--- config.mk ---
export PLATFORM = sky130hd
export DESIGN_NAME = osc_startup_release
export DESIGN_NICKNAME = d
export VERILOG_FILES = /design/src/rtl/osc_startup_release.v /design/src/rtl/edge_rise_detect.v
export VERILOG_INCLUDE_DIRS = /design/src /design/src/rtl
export SDC_FILE = /design/constraint.sdc
export NUM_CORES = 1
export LEC_CHECK = 0
export BUFFER_PORTS_ARGS = -buffer_cell sky130_fd_sc_hd__buf_2
export CAP_MARGIN = 20
export CORE_ASPECT_RATIO = 0.9
export CORE_MARGIN = 4
export CORE_UTILIZATION = 43
export DETAILED_ROUTE_END_ITERATION = 10
export PLACE_DENSITY = 0.77
export SKIP_CTS_REPAIR_TIMING = 1
export SLEW_MARGIN = 40
export SYNTH_ARGS = -nofsm -noshare
export SYNTH_HDL_FRONTEND = slang
export SYNTH_SLANG_ARGS = --single-unit
--- constraint.sdc ---
create_clock -name sys_clk -period 1.9 [get_ports sys_clk]
set_clock_uncertainty 0.2 [all_clocks]
set_input_delay 0.38 -clock sys_clk [delete_from_list [all_inputs] [get_ports sys_clk]]
set_output_delay 0.38 -clock sys_clk [all_outputs]
set_load 0.03 [all_outputs]
--- src/rtl/osc_startup_map.vh ---
`ifndef OSC_STARTUP_MAP_VH
`define OSC_STARTUP_MAP_VH
// Oscillator mode codes
`define MODE_W              2
`define LOW_GAIN_MODE       2'h0
`define MID_GAIN_MODE       2'h1
`define HIGH_GAIN_MODE      2'h2
`define EXT_CLOCK_MODE      2'h3
// Amplifier drive gain codes
`define GAIN_OFF            2'h0
`define GAIN_LOW            2'h1
`define GAIN_MID            2'h2
`define GAIN_HIGH           2'h3
// Start-up count of oscillator cycles
`define STARTUP_CYCLES      1024
`define CNT_W               11
// Interrupt vector
`define PC_W                13
`define IRQ_VECTOR          13'h0004
// Reset-cause bit position
`define BROWNOUT_BIT        0
// Sequencer states
`define ST_W                2
`define ST_RESET            2'h0
`define ST_PWRUP_WAIT       2'h1
`define ST_COUNT            2'h2
`define ST_RUN              2'h3
`endif

--- src/rtl/osc_startup_release.v ---
// Behaviour
// - Crystal modes hold the program counter for 1024 oscillator cycles
// - Count starts after power-up delay, or on wake
// - Program counter and execution held while counting
// - External clock mode frees second pin as I/O
// - External clock mode skips the start-up count
// - Stopped oscillator pin holds the start-up count unchanged
// - Crystal modes select low, mid, high gain
// - Interrupt wake with global enable loads vector 0004h
// - Wake leaves source flag bits set
// - Brown-out and nrst clear cause bit 0, others keep it
`timescale 1ns/10ps
`include "osc_startup_map.vh"
module osc_startup_release #(
   parameter STARTUP_CYCLES = `STARTUP_CYCLES
) (
   input  wire                 sys_clk,
   input  wire                 nrst,
   input  wire [`MODE_W-1:0]   osc_mode,
   input  wire                 osc_in_pin,
   input  wire                 por_event,
   input  wire                 bor_event,
   input  wire                 other_reset_event,
   input  wire                 pwrup_timer_enable,
   input  wire                 pwrup_timer_done,
   input  wire                 sleep_wake_event,
   input  wire                 wake_by_irq,
   input  wire                 global_irq_enable,
   input  wire [7:0]           wake_src_ctrl,
   input  wire [7:0]           wake_src_a,
   input  wire [7:0]           wake_src_b,
   input  wire                 bor_flag_set,
   output reg                  core_reset,
   output reg                  pc_hold,
   output reg                  pc_load,
   output reg  [`PC_W-1:0]     pc_load_value,
   output reg  [1:0]           amp_gain,
   output reg                  osc_out_gpio_en,
   output reg  [7:0]           irq_control_reg,
   output reg  [7:0]           periph_flag_reg_a,
   output reg  [7:0]           periph_flag_reg_b,
   output reg                  reset_cause_bor_n,
   output reg                  startup_busy,
   output reg  [`CNT_W-1:0]    startup_cycle_counter
);
   localparam [`CNT_W-1:0] TERMINAL = STARTUP_CYCLES;

   reg  [`ST_W-1:0] state_reg;
   reg  [`ST_W-1:0] state_next;
   reg              irq_vec_pending_reg;
   wire             osc_rise;
   wire             ext_mode;
   wire             any_reset;
   wire             pwrup_ok;

   edge_rise_detect u_osc_edge (
      .sys_clk    (sys_clk),
      .nrst       (nrst),
      .level_in   (osc_in_pin),
      .rise_pulse (osc_rise)
   );

   assign ext_mode  = (osc_mode == `EXT_CLOCK_MODE);
   assign any_reset = por_event | bor_event | other_reset_event;
   assign pwrup_ok  = ~pwrup_timer_enable | pwrup_timer_done;

   // Gain select and pin release follow the mode fuse
   always @(posedge sys_clk or negedge nrst) begin
      if (!nrst) begin
         amp_gain        <= `GAIN_OFF;
         osc_out_gpio_en <= 1'b0;
      end else begin
         osc_out_gpio_en <= ext_mode;
         case (osc_mode)
            `LOW_GAIN_MODE:  amp_gain <= `GAIN_LOW;
            `MID_GAIN_MODE:  amp_gain <= `GAIN_MID;
            `HIGH_GAIN_MODE: amp_gain <= `GAIN_HIGH;
            default:         amp_gain <= `GAIN_OFF;
         endcase
      end
   end

   always @* begin
      state_next = state_reg;
      case (state_reg)
         `ST_RESET:
            state_next = `ST_PWRUP_WAIT;
         `ST_PWRUP_WAIT:
            if (pwrup_ok)
               state_next = ext_mode ? `ST_RUN : `ST_COUNT;
         `ST_COUNT:
            // Counter is disabled once the mode turns to an external clock
            if (ext_mode)
               state_next = `ST_RUN;
            else if (osc_rise && startup_cycle_counter == TERMINAL - 1'b1)
               state_next = `ST_RUN;
         `ST_RUN:
            if (sleep_wake_event && !ext_mode)
               state_next = `ST_COUNT;
         default:
            state_next = `ST_RESET;
      endcase
      if (any_reset)
         state_next = `ST_PWRUP_WAIT;
   end

   // Only the sampled pin edge moves the counter; a stopped clock
   // freezes it in place while the sys_clk registers keep running
   always @(posedge sys_clk or negedge nrst) begin
      if (!nrst) begin
         state_reg             <= `ST_RESET;
         startup_cycle_counter <= {`CNT_W{1'b0}};
      end else begin
         state_reg <= state_next;
         if (state_reg != `ST_COUNT || state_next != `ST_COUNT)
            startup_cycle_counter <= {`CNT_W{1'b0}};
         else if (osc_rise)
            startup_cycle_counter <= startup_cycle_counter + 1'b1;
      end
   end

   // Core hold outputs
   always @(posedge sys_clk or negedge nrst) begin
      if (!nrst) begin
         core_reset   <= 1'b1;
         pc_hold      <= 1'b1;
         startup_busy <= 1'b0;
      end else begin
         core_reset   <= (state_next == `ST_RESET) ||
                         (state_next == `ST_PWRUP_WAIT);
         pc_hold      <= (state_next != `ST_RUN);
         startup_busy <= (state_next == `ST_COUNT);
      end
   end

   // Vector load once the core leaves the hold after an interrupt wake
   always @(posedge sys_clk or negedge nrst) begin
      if (!nrst) begin
         irq_vec_pending_reg <= 1'b0;
         pc_load             <= 1'b0;
         pc_load_value       <= {`PC_W{1'b0}};
      end else begin
         pc_load <= 1'b0;
         if (any_reset)
            irq_vec_pending_reg <= 1'b0;
         else if (sleep_wake_event && wake_by_irq && global_irq_enable)
            irq_vec_pending_reg <= 1'b1;
         else if (irq_vec_pending_reg && state_next == `ST_RUN) begin
            irq_vec_pending_reg <= 1'b0;
            pc_load             <= 1'b1;
            pc_load_value       <= `IRQ_VECTOR;
         end
      end
   end

   // Wake source flags are sticky until nrst, a power-on or a brown-out reset
   always @(posedge sys_clk or negedge nrst) begin
      if (!nrst) begin
         irq_control_reg   <= 8'h00;
         periph_flag_reg_a <= 8'h00;
         periph_flag_reg_b <= 8'h00;
      end else if (por_event || bor_event) begin
         irq_control_reg   <= 8'h00;
         periph_flag_reg_a <= 8'h00;
         periph_flag_reg_b <= 8'h00;
      end else if (sleep_wake_event) begin
         irq_control_reg   <= irq_control_reg | wake_src_ctrl;
         periph_flag_reg_a <= periph_flag_reg_a | wake_src_a;
         periph_flag_reg_b <= periph_flag_reg_b | wake_src_b;
      end
   end

   // Cause bit survives every reset except nrst and brown-out
   always @(posedge sys_clk or negedge nrst) begin
      if (!nrst)
         reset_cause_bor_n <= 1'b0;
      else if (bor_event)
         reset_cause_bor_n <= 1'b0;
      else if (bor_flag_set)
         reset_cause_bor_n <= 1'b1;
   end
endmodule // osc_startup_release

--- src/rtl/edge_rise_detect.v ---
`timescale 1ns/10ps
`include "osc_startup_map.vh"
// Synchronises a pin level and flags its rising edges
module edge_rise_detect (
   input  wire sys_clk,
   input  wire nrst,
   input  wire level_in,
   output wire rise_pulse
);
   reg meta_reg;
   reg sync_reg;
   reg last_reg;

   always @(posedge sys_clk or negedge nrst) begin
      if (!nrst) begin
         meta_reg <= 1'b0;
         sync_reg <= 1'b0;
         last_reg <= 1'b0;
      end else begin
         meta_reg <= level_in;
         sync_reg <= meta_reg;
         last_reg <= sync_reg;
      end
   end

   assign rise_pulse = sync_reg & ~last_reg;
endmodule // edge_rise_detect

==> results.yml, run 1 <==
status:
  outcome: "complete, no violations"
routing:
  drcViolationCount: 0
  antenna_left: 0
  wl_per_cell_microns: 14.13
  via_count_normalized_by_instance_count: 4.910
  met3_wirelength_microns: 339
  drt-initial-drc-count: 68
  totalWireLength_microns: 5045
  via_count: 1753
  route.met2.wl_microns: 2514
  detailedRoute.firstPassIterationCount: 4
  m1WireLength_microns: 2066
  route.top_layer_used: "met4"
global_routing:
  grt_max_degree: 35
  first_global_vias: 1627
  grt-ovfl-total: 0
  antenna_found_initial: 0
  grt_usage: 0.1538
  grt_pass1_wl_microns: 7624
layout:
  fin_util: 0.5826
  layout-area-overhead-vs-synth_pct: 29.56
  multiInputGateArea_sq_um: 817.0
  final.fill_count: 440
  registers.top_by_ff_count: "startup_cycle_counter"
  regArea_sq_um: 1256
  final-instance-count-excl-fill: 357
  drive_above_1_share: 0.4041
  number_of_nets_in_the_layout: 334
  largest_register_ffs: 11
  antenna_cells: 0
timing:
  max_freq_mhz: 546.0
  timing.final.crit_share: 0.9639
  rsz0062_at_grt: "no"
  min_clock_period_post_route_ns: 1.831
  hold-worst-slack_ns: 0.08363
  final_max_slew_viol_count: 0
  setup_violations: 0
  tns_ns: 0
  hold_viol_final: 0
setup_path:
  data_arrival_time_of_the_worst_path_ns: 1.83
  crit_path_max_fanout: 11
  reg2reg_from: "startup_cycle_counter[0]"
  worst_setup_path_end_kind: "register"
  worst_case_register_to_register_setup_slack_ns: 0.07
  reg2reg_to: "state_reg[0]"
  worst-endpoint-required_ns: 1.90
  r2r.worst_path.cells: 6
  worstSetupPathType: "register to register"
  startpoint_type: "register"
synthesis:
  post_synth_instance_area_sq_um: 2201
  yosys-top-cells-count: "dfrtp_1 (48), nor2_1 (29), a21oi_1 (26)"
  synth.area.top_cells: "dfrtp_1 (55%), a21oi_1 (5.9%), nor2_1 (4.9%)"
  async_reset_ff_frac: 1.000
  postSynthAreaPerCell_sq_um: 11.12
  netlist_instances: 198
  yosys_most_used_dff: "dfrtp_1"
  synth_seq_cells: 50
  synth-seq-area-share: 0.5696
  yosysMostFrequentCell: "dfrtp_1"
  yosysWarnings: 0
  post_synth_num_cell_types: 36
  synth_enable_flop_cells: 0
  synth_largest_type_area_fraction: 0.5458
  yosysTopAreaCell: "dfrtp_1"
pwr:
  p_total_uw: 2171
  p_leak_uw: 0.001460
  vdd_drop_max_uv: 448.6
  power.density_cell_area_nw_per_um2: 761.4
min_path:
  holdPathStages: 3
  worst_hold_path_type: "primary input to register"
  hold-path-endpoint: "reset_cause_bor_n"
  min_from: "bor_flag_set"
clock_network:
  worstSkewPairLatency_ns: 0.30
  clock_tree_from_tritoncts: "yes"
  clk_root_buffer_cell: "clkbuf_8"
  path_clk_slew_ns: 0.09
  max-clock-path-buffers: 2
  tritoncts.num_buffers: 5
  clkSinkCount: 50
  cts_max_level: 2
place:
  detailedPlacementHpwl_microns: 3761
  numPortBuffers: 81
  post-place-cells: 346
  gp_congestion: 0.8877
die:
  std_cell_rows: 24
  die_area_sq_um: 6328
  die_h_microns: 75.87
  top_level_ports: 94
  die_w_microns: 83.41
  initial_utilization: 0.4496
  coreArea_sq_um: 4895
run:
  drv.max_cap_violation_count: 0
[power breakdown]
group,switching [uW],total (uW),internal [uW]
registers,16.0,1110,1090
logic,190,283,93.1
clock network,344,777,433
total,550,2170,1620
[metrics by stage]
step / area (sq um) / worst slack [ns]
2_1_floorplan: 2245 / 0.006260
3_3_place_gp: 2686 / -0.03084
3_5_place_dp: 2686 / -0.1264
4_1_cts: 2808 / 0.05080
5_1_grt: 2851 / 0.003636
6_report: 2851 / 0.06853
[worst max-delay path by stage]
stage                     slack [ns]                  endpoint                     start
final                           0.07              state_reg[0]  startup_cycle_counter[0]
after floorplan                0.006  startup_cycle_counter[3]  startup_cycle_counter[0]
after global placement         -0.03  startup_cycle_counter[1]                 bor_event
after global routing           0.004  startup_cycle_counter[9]  startup_cycle_counter[0]
after detailed placement       -0.13  startup_cycle_counter[3]                 bor_event
after CTS                       0.05  startup_cycle_counter[6]  startup_cycle_counter[0]
[logic make-up after synthesis]
kind of cell               after synthesis  share of synthesized area
and+or+nand+nor                         73                     0.2007
AOI/OAI and AO/OA                       31                    0.07675
DFF                                     50                     0.5696
buffers and inverters                   28                    0.08243
muxes                                    1                   0.004548
other                                    1                   0.001704
xor gates and xnor gates                 9                    0.03581
adders and majority gates                5                    0.02843
[worst max-delay path, cell delays in order (launching register included)]
cell and delay, ns:
dfrtp_2 0.41, ha_1 0.24, and4_1 0.19, nand4_1 0.11, nand3_1 0.13, buf_6 0.18, or2_2 0.27
[cell type report]
class | count | share of cell area
clock buffers | 6 | 0.02896
clock inverters | 2 | 0.01360
inverters | 5 | 0.006582
multi-input cells | 131 | 0.2865
flip-flops and latches | 50 | 0.4405
well taps | 65 | 0.02852
repair buffers | 98 | 0.1953
[per-layer routing]
metal / GRT usage / vias to the layer above
li1: - / 843
met1: 0.1880 / 837
met2: 0.2518 / 62
met3: 0.04108 / 11
met4: 0.09107 / 0
met5: 0 / -
[layout by cell type (no fill, tap or decap), types with 2 or more instances in the layout]
cell type	count
nor4_1	3
nor3_1	2
nor2_1	29
nor4_2	7
dfstp_2	2
nand2b_1	2
nor2b_1	3
nand2_1	6
dlygate4sd3_1	3
inv_1	5
a21oi_1	26
conb_1	12
xnor2_1	5
o21ai_0	2
dfrtp_1	46
nand3_1	4
dfrtp_2	2
and4b_1	2
buf_4	12
ha_1	5
and4_1	3
clkbuf_8	6
buf_2	81
nand4_1	4
xor2_1	4
Power figures use the tool's default switching activity.
==> run 2, diff against run 1 <==
--- a/config.mk
+++ b/config.mk
@@ -10,9 +10,9 @@
 export CAP_MARGIN = 20
 export CORE_ASPECT_RATIO = 0.9
 export CORE_MARGIN = 4
-export CORE_UTILIZATION = 43
+export CORE_UTILIZATION = 47
 export DETAILED_ROUTE_END_ITERATION = 10
-export PLACE_DENSITY = 0.77
+export PLACE_DENSITY = 0.8
 export SKIP_CTS_REPAIR_TIMING = 1
 export SLEW_MARGIN = 40
 export SYNTH_ARGS = -nofsm -noshare
==> constraint.sdc (replaced) <==
create_clock -name sys_clk -period 2.1 [get_ports sys_clk]
set_clock_uncertainty 0.2 [all_clocks]
set_input_delay 0.42 -clock sys_clk [delete_from_list [all_inputs] [get_ports sys_clk]]
set_output_delay 0.42 -clock sys_clk [all_outputs]
set_load 0.03 [all_outputs]
==> run 2 against run 1 <==
Total power fell by 10%. Fmax fell by 3.7%. Highest routed layer unchanged. Clock power fell by 11%. Critical path depth did not move. Die area fell by 7.7%. First-iteration DRC count rose by 57%. Sequential power fell by 9.9%. Setup slack improved by 0.13 ns. Cell count fell by 2.2%.
==> results.yml, run 2 (same netlist as run 1, synthesis figures left out) <==
status:
  outcome: "complete, no violations"
clock_network:
  max-clock-path-buffers: 2
  tritoncts.num_buffers: 5
  clock_tree_from_tritoncts: "yes"
  clk_root_buffer_cell: "clkbuf_8"
  clkSinkCount: 50
  worstSkewPairLatency_ns: 0.30
  cts_max_level: 2
  path_clk_slew_ns: 0.09
layout:
  mostFrequentLayoutCell: "buf_2"
  number_of_nets_in_the_layout: 329
  final.fill_count: 396
  largest_register_ffs: 11
  final-instance-count-excl-fill: 349
  final_cell_mix: "buf_2 (81), dfrtp_1 (48), nor2_1 (29)"
  layout-area-overhead-vs-synth_pct: 25.92
  antenna_cells: 0
  fin_util: 0.6173
  registers.top_by_ff_count: "startup_cycle_counter"
  final_cell_area_sq_um: 2771
  drive_above_1_share: 0.3868
routing:
  via_count_normalized_by_instance_count: 4.897
  antenna_left: 0
  wl_per_cell_microns: 13.82
  detailedRoute.firstPassIterationCount: 4
  drt-initial-drc-count: 107
  via_count: 1709
  drcViolationCount: 0
  totalWireLength_microns: 4824
timing:
  hold_viol_final: 0
  setup_violations: 0
  rsz0062_at_grt: "no"
  tns_ns: 0
  worst_slew_margin_rel: 0.5667
  min_clock_period_post_route_ns: 1.903
  max_freq_mhz: 525.6
  hold-worst-slack_ns: 0.02198
  timing.final.crit_share: 0.9060
  final_max_slew_viol_count: 0
  slew_worst_pin_ns: 0.6499
place:
  numPortBuffers: 81
  post-place-cells: 340
  placed_area_sq_um: 2645
  detailedPlacementHpwl_microns: 3729
  gp_congestion: 0.8122
setup_path:
  worst_case_register_to_register_setup_slack_ns: 0.20
  crit_path_max_fanout: 8
  worst_setup_path_end_kind: "register"
  crit_path_start: "startup_cycle_counter[0]"
  data_arrival_time_of_the_worst_path_ns: 1.91
  startpoint_type: "register"
  endpoint: "startup_cycle_counter[5]"
  reg2reg_to: "startup_cycle_counter[5]"
  r2r.worst_path.cells: 6
  reg2reg_from: "startup_cycle_counter[0]"
  worstSetupPathType: "register to register"
  worst-endpoint-required_ns: 2.11
die:
  die_h_microns: 72.92
  die_area_sq_um: 5843
  initial_utilization: 0.4902
  std_cell_rows: 23
  top_level_ports: 94
  die_w_microns: 80.13
  coreArea_sq_um: 4489
global_routing:
  grt_pass1_wl_microns: 7797
  first_global_vias: 1634
  grt_max_degree: 26
  antenna_found_initial: 0
  grt-ovfl-total: 0
  grt_usage: 0.1716
min_path:
  worst_hold_path_type: "primary input to register"
pwr:
  vdd_drop_max_uv: 548.2
  power.density_cell_area_nw_per_um2: 701.9
  p_leak_uw: 0.001430
run:
  drv.max_cap_violation_count: 0
## run 2: power breakdown
part           switching, uW  internal, uW  total (uW)
clock network            330           364         694
logic                    169          77.6         247
registers               14.0           991        1000
## run 2: layout make-up
cell class,instances,area (sq um),area share
Sequential cell,50,1254,0.4524
Multi-Input combinational cell,131,807.0,0.2912
Inverter,5,18.77,0.006772
Timing Repair Buffer,93,498.0,0.1797
Clock inverter,3,47.55,0.01716
Clock buffer,5,68.82,0.02483
Tap cell,62,77.57,0.02799
## run 2: worst max-delay path: stages, from the launching register on
cell and delay [ns]:
dfrtp_1 0.39, ha_1 0.24, and4_1 0.18, nand4_1 0.10, nand3_1 0.23, buf_4 0.26
nor4_2 0.21
## run 2: per-layer routing
layer | track usage | wire (microns)
met1 | 0.2300 | 2028
met2 | 0.2803 | 2505
met3 | 0.03951 | 230
met4 | 0.05066 | 60
met5 | 0 | 0
## run 2: worst min path at each step
stage,start,end,slack [ns],cells past startpoint
3_3_place_gp,u_osc_edge.meta_reg,u_osc_edge.sync_reg,0.13,0
2_1_floorplan,nrst,amp_gain[0],-0.08,0
4_1_cts,nrst,reset_cause_bor_n,-0.13,1
6_report,osc_in_pin,u_osc_edge.meta_reg,0.02,1
5_1_grt,osc_in_pin,u_osc_edge.meta_reg,0.008,1
3_5_place_dp,u_osc_edge.meta_reg,u_osc_edge.sync_reg,0.14,0
## run 2: metrics by stage
step	setup slack [ns]	total power, uW
global route	0.07636	2041
detailed placement	0.07335	1271
CTS	0.1826	1958
finish	0.1974	1945
global placement	0.1515	1267
floorplan	0.1223	1190
==> run 3, diff against run 2 <==
--- a/config.mk
+++ b/config.mk
@@ -6,11 +6,12 @@
 export SDC_FILE = /design/constraint.sdc
 export NUM_CORES = 1
 export LEC_CHECK = 0
+export ABC_AREA = 1
 export BUFFER_PORTS_ARGS = -buffer_cell sky130_fd_sc_hd__buf_2
 export CAP_MARGIN = 20
 export CORE_ASPECT_RATIO = 0.9
 export CORE_MARGIN = 4
-export CORE_UTILIZATION = 47
+export CORE_UTILIZATION = 48
 export DETAILED_ROUTE_END_ITERATION = 10
 export PLACE_DENSITY = 0.8
 export SKIP_CTS_REPAIR_TIMING = 1
==> run 3 against run 2 <==
Core utilization shrank 1.3 points. Final area is 6.1% higher. Highest routed layer unchanged. Total power shrank 8.6%.
==> results.yml, run 3 <==
synthesis:
  yosys.area_share.adder: 0.02596
  yosys_most_used_dff: "dfrtp_1"
  synth-compound-area-share: 0.05192
  postSynthAreaPerCell_sq_um: 8.606
  netlist_instances: 280
  post_synth_num_cell_types: 26
  yosysWarnings: 0
  synthSimpleGateAreaFrac: 0.2066
  post_synth_instance_area_sq_um: 2410
  synth_seq_cells: 50
  yosysMostFrequentCell: "inv_1"
  dominant_combinational_cell_family_by_area_after_synthesis: "simple AND/OR/NAND/NOR gates"
  synth-seq-area-share: 0.5202
  yosysTopAreaCell: "dfrtp_1"
  synth_largest_type_area_fraction: 0.4984
  yosys-mux-area-fraction: 0
  synth.area.top_cells: "dfrtp_1 (50%), inv_1 (11%), nand2_1 (8.3%)"
  synth_enable_flop_cells: 0
  yosys-top-cells-count: "inv_1 (70), nand2_1 (53), dfrtp_1 (48)"
  yosys.area_share.xor_xnor: 0.02544
  async_reset_ff_frac: 1.000
setup_path:
  reg2reg_from: "startup_cycle_counter[0]"
  reg2reg_to: "startup_cycle_counter[1]"
  worst_path_largest_cell_delay_ns: 0.43
  startpoint_type: "register"
  data_arrival_time_of_the_worst_path_ns: 1.72
  timing.critical_path.cells: "ha_1, nand3_2, nor2_4, nand3_2, nand3_2, a21oi_1"
  crit_path_start: "startup_cycle_counter[0]"
  r2r.worst_path.cells: 6
  worst_setup_path_end_kind: "register"
  cpMaxStageDelayCell: "dfrtp_1"
  worst_case_register_to_register_setup_slack_ns: 0.39
  critical_path.most_common_cell: "nand3_2"
  crit_path_max_fanout: 11
  worstSetupPathType: "register to register"
  worst-endpoint-required_ns: 2.11
layout:
  mostFrequentLayoutCell: "buf_2"
  antenna_cells: 0
  drive_above_1_share: 0.3251
  layout-area-overhead-vs-synth_pct: 22.07
  number_of_nets_in_the_layout: 408
  largest_register_ffs: 11
  final_cell_area_sq_um: 2942
  registers.top_by_ff_count: "startup_cycle_counter"
  final_cell_mix: "buf_2 (81), inv_1 (70), nand2_1 (53)"
timing:
  timing.final.crit_share: 0.8145
  final_max_slew_viol_count: 0
  min_clock_period_post_route_ns: 1.710
  tns_ns: 0
  max_freq_mhz: 584.7
  rsz0062_at_grt: "no"
  hold_viol_final: 0
  slew_worst_pin_ns: 0.6134
  worst_slew_margin_rel: 0.5911
  setup_violations: 0
min_path:
  holdPathStages: 1
  worst_hold_path_type: "primary input to register"
  min_from: "osc_in_pin"
  hold-path-endpoint: "u_osc_edge.meta_reg"
clock_network:
  clkSinkCount: 50
  max-clock-path-buffers: 2
  clk_root_buffer_cell: "clkbuf_8"
  clock_tree_from_tritoncts: "yes"
  tritoncts.num_buffers: 5
  worstSkewPairLatency_ns: 0.29
  path_clk_slew_ns: 0.08
  cts_max_level: 2
pwr:
  clockPowerShare: 0.301
  p_sw_frac: 0.2700
  p_sw_uw: 480.2
  vdd_drop_max_uv: 344.4
  p_leak_uw: 0.001921
  internal-power_uw: 1298
  power.density_cell_area_nw_per_um2: 604.6
  p_comb_frac: 0.135
  power.sequential.fraction: 0.564
run:
  drv.max_cap_violation_count: 0
global_routing:
  antenna_found_initial: 0
  grt_usage: 0.1585
  grt-ovfl-total: 0
  first_global_vias: 1800
  grt_max_degree: 28
  grt_pass1_wl_microns: 7576
status:
  outcome: "complete, no violations"
routing:
  via_count_normalized_by_instance_count: 4.316
  via_count: 1860
  detailedRoute.firstPassIterationCount: 4
  totalWireLength_microns: 4539
  drcViolationCount: 0
  drt-initial-drc-count: 61
  antenna_left: 0
  wl_per_cell_microns: 10.53
die:
  std_cell_rows: 24
  top_level_ports: 94
  die_h_microns: 75.22
  initial_utilization: 0.4954
  coreArea_sq_um: 4865
  die_area_sq_um: 6220
  die_w_microns: 82.69
place:
  gp_congestion: 0.8162
  numPortBuffers: 81
  detailedPlacementHpwl_microns: 3530
  placed_area_sq_um: 2845
run 3: changes by cell type in the layout (fill, tap and decap cells not counted), sizes merged, moves of 4 or more:
| cell | change |
|---|---|
| xnor2 | -4 |
| buf | -8 |
| a21oi | -25 |
| inv | +66 |
| nand3 | +6 |
| nor4 | -11 |
| nand2 | +53 |
| o21ai | +22 |
run 3: cells by family (layout without fill, tap and decap cells):
family	count (synthesis)	after routing
DFF	50	50
buffers and inverters	92	167
xor gates and xnor gates	7	7
other	1	12
and+or+nand+nor	100	100
adders and majority gates	5	5
AOI/OAI and AO/OA	25	25
run 3: worst max-delay path by stage:
| stage | to | depth (start not counted) |
|---|---|---|
| 6_report | startup_cycle_counter[1] | 6 |
| 5_1_grt | startup_cycle_counter[1] | 6 |
| 4_1_cts | startup_cycle_counter[1] | 6 |
| 3_5_place_dp | startup_cycle_counter[1] | 7 |
| 3_3_place_gp | startup_cycle_counter[1] | 7 |
| 2_1_floorplan | startup_cycle_counter[5] | 7 |
run 3: cell type report:
type	instances	area, sq um
sequential	50	1254
inverter	74	277.8
fill	439	1923
timing repair buffer	85	450.4
clock inverter	2	13.76
tap	65	81.33
multi-input combinational	149	792.0
clock buffer	6	72.57
run 3: routing by layer:
| layer | up-vias | wire, microns | share of wire | track usage |
|---|---|---|---|---|
| li1 | 950 | - | - | - |
| met2 | 61 | 2131 | 0.47 | 0.2642 |
| met3 | 2 | 357 | 0.079 | 0.04785 |
| met5 | - | 0 | 0 | 0 |
| met1 | 847 | 2038 | 0.45 | 0.2038 |
| met4 | 0 | 12 | 0.0026 | 0.03811 |
run 3: critical path: cells and delay by family, from the launching register on:
family / cells / cell delay (ns)
and+or+nand+nor: 4 / 0.53
DFF: 1 / 0.43
adders and majority gates: 1 / 0.24
AOI/OAI and AO/OA: 1 / 0.24
run 3: power by group through the flow:
stage               clock, uW  combinational [uW]  sequential, uW
floorplan                   0                 112            1070
global placement            0                 237            1020
detailed placement          0                 242            1020
CTS                       562                 242            1000
global route              607                 267            1010
finish                    536                 240            1000
run 3: per-stage QoR:
| step | setup WS [ns] | utilization | instances | hold WS (ns) | total power [uW] |
|---|---|---|---|---|---|
| floorplan | 0.3746 | - | 291 | -0.07559 | 1182 |
| CTS | 0.3595 | 0.6026 | 430 | -0.05837 | 1808 |
| global placement | 0.3275 | 0.5849 | 422 | 0.1338 | 1258 |
| finish | 0.3896 | 0.6047 | 431 | 0.03388 | 1778 |
| global route | 0.2655 | 0.6047 | 431 | 0.01756 | 1881 |
| detailed placement | 0.2576 | 0.5849 | 422 | 0.1347 | 1263 |
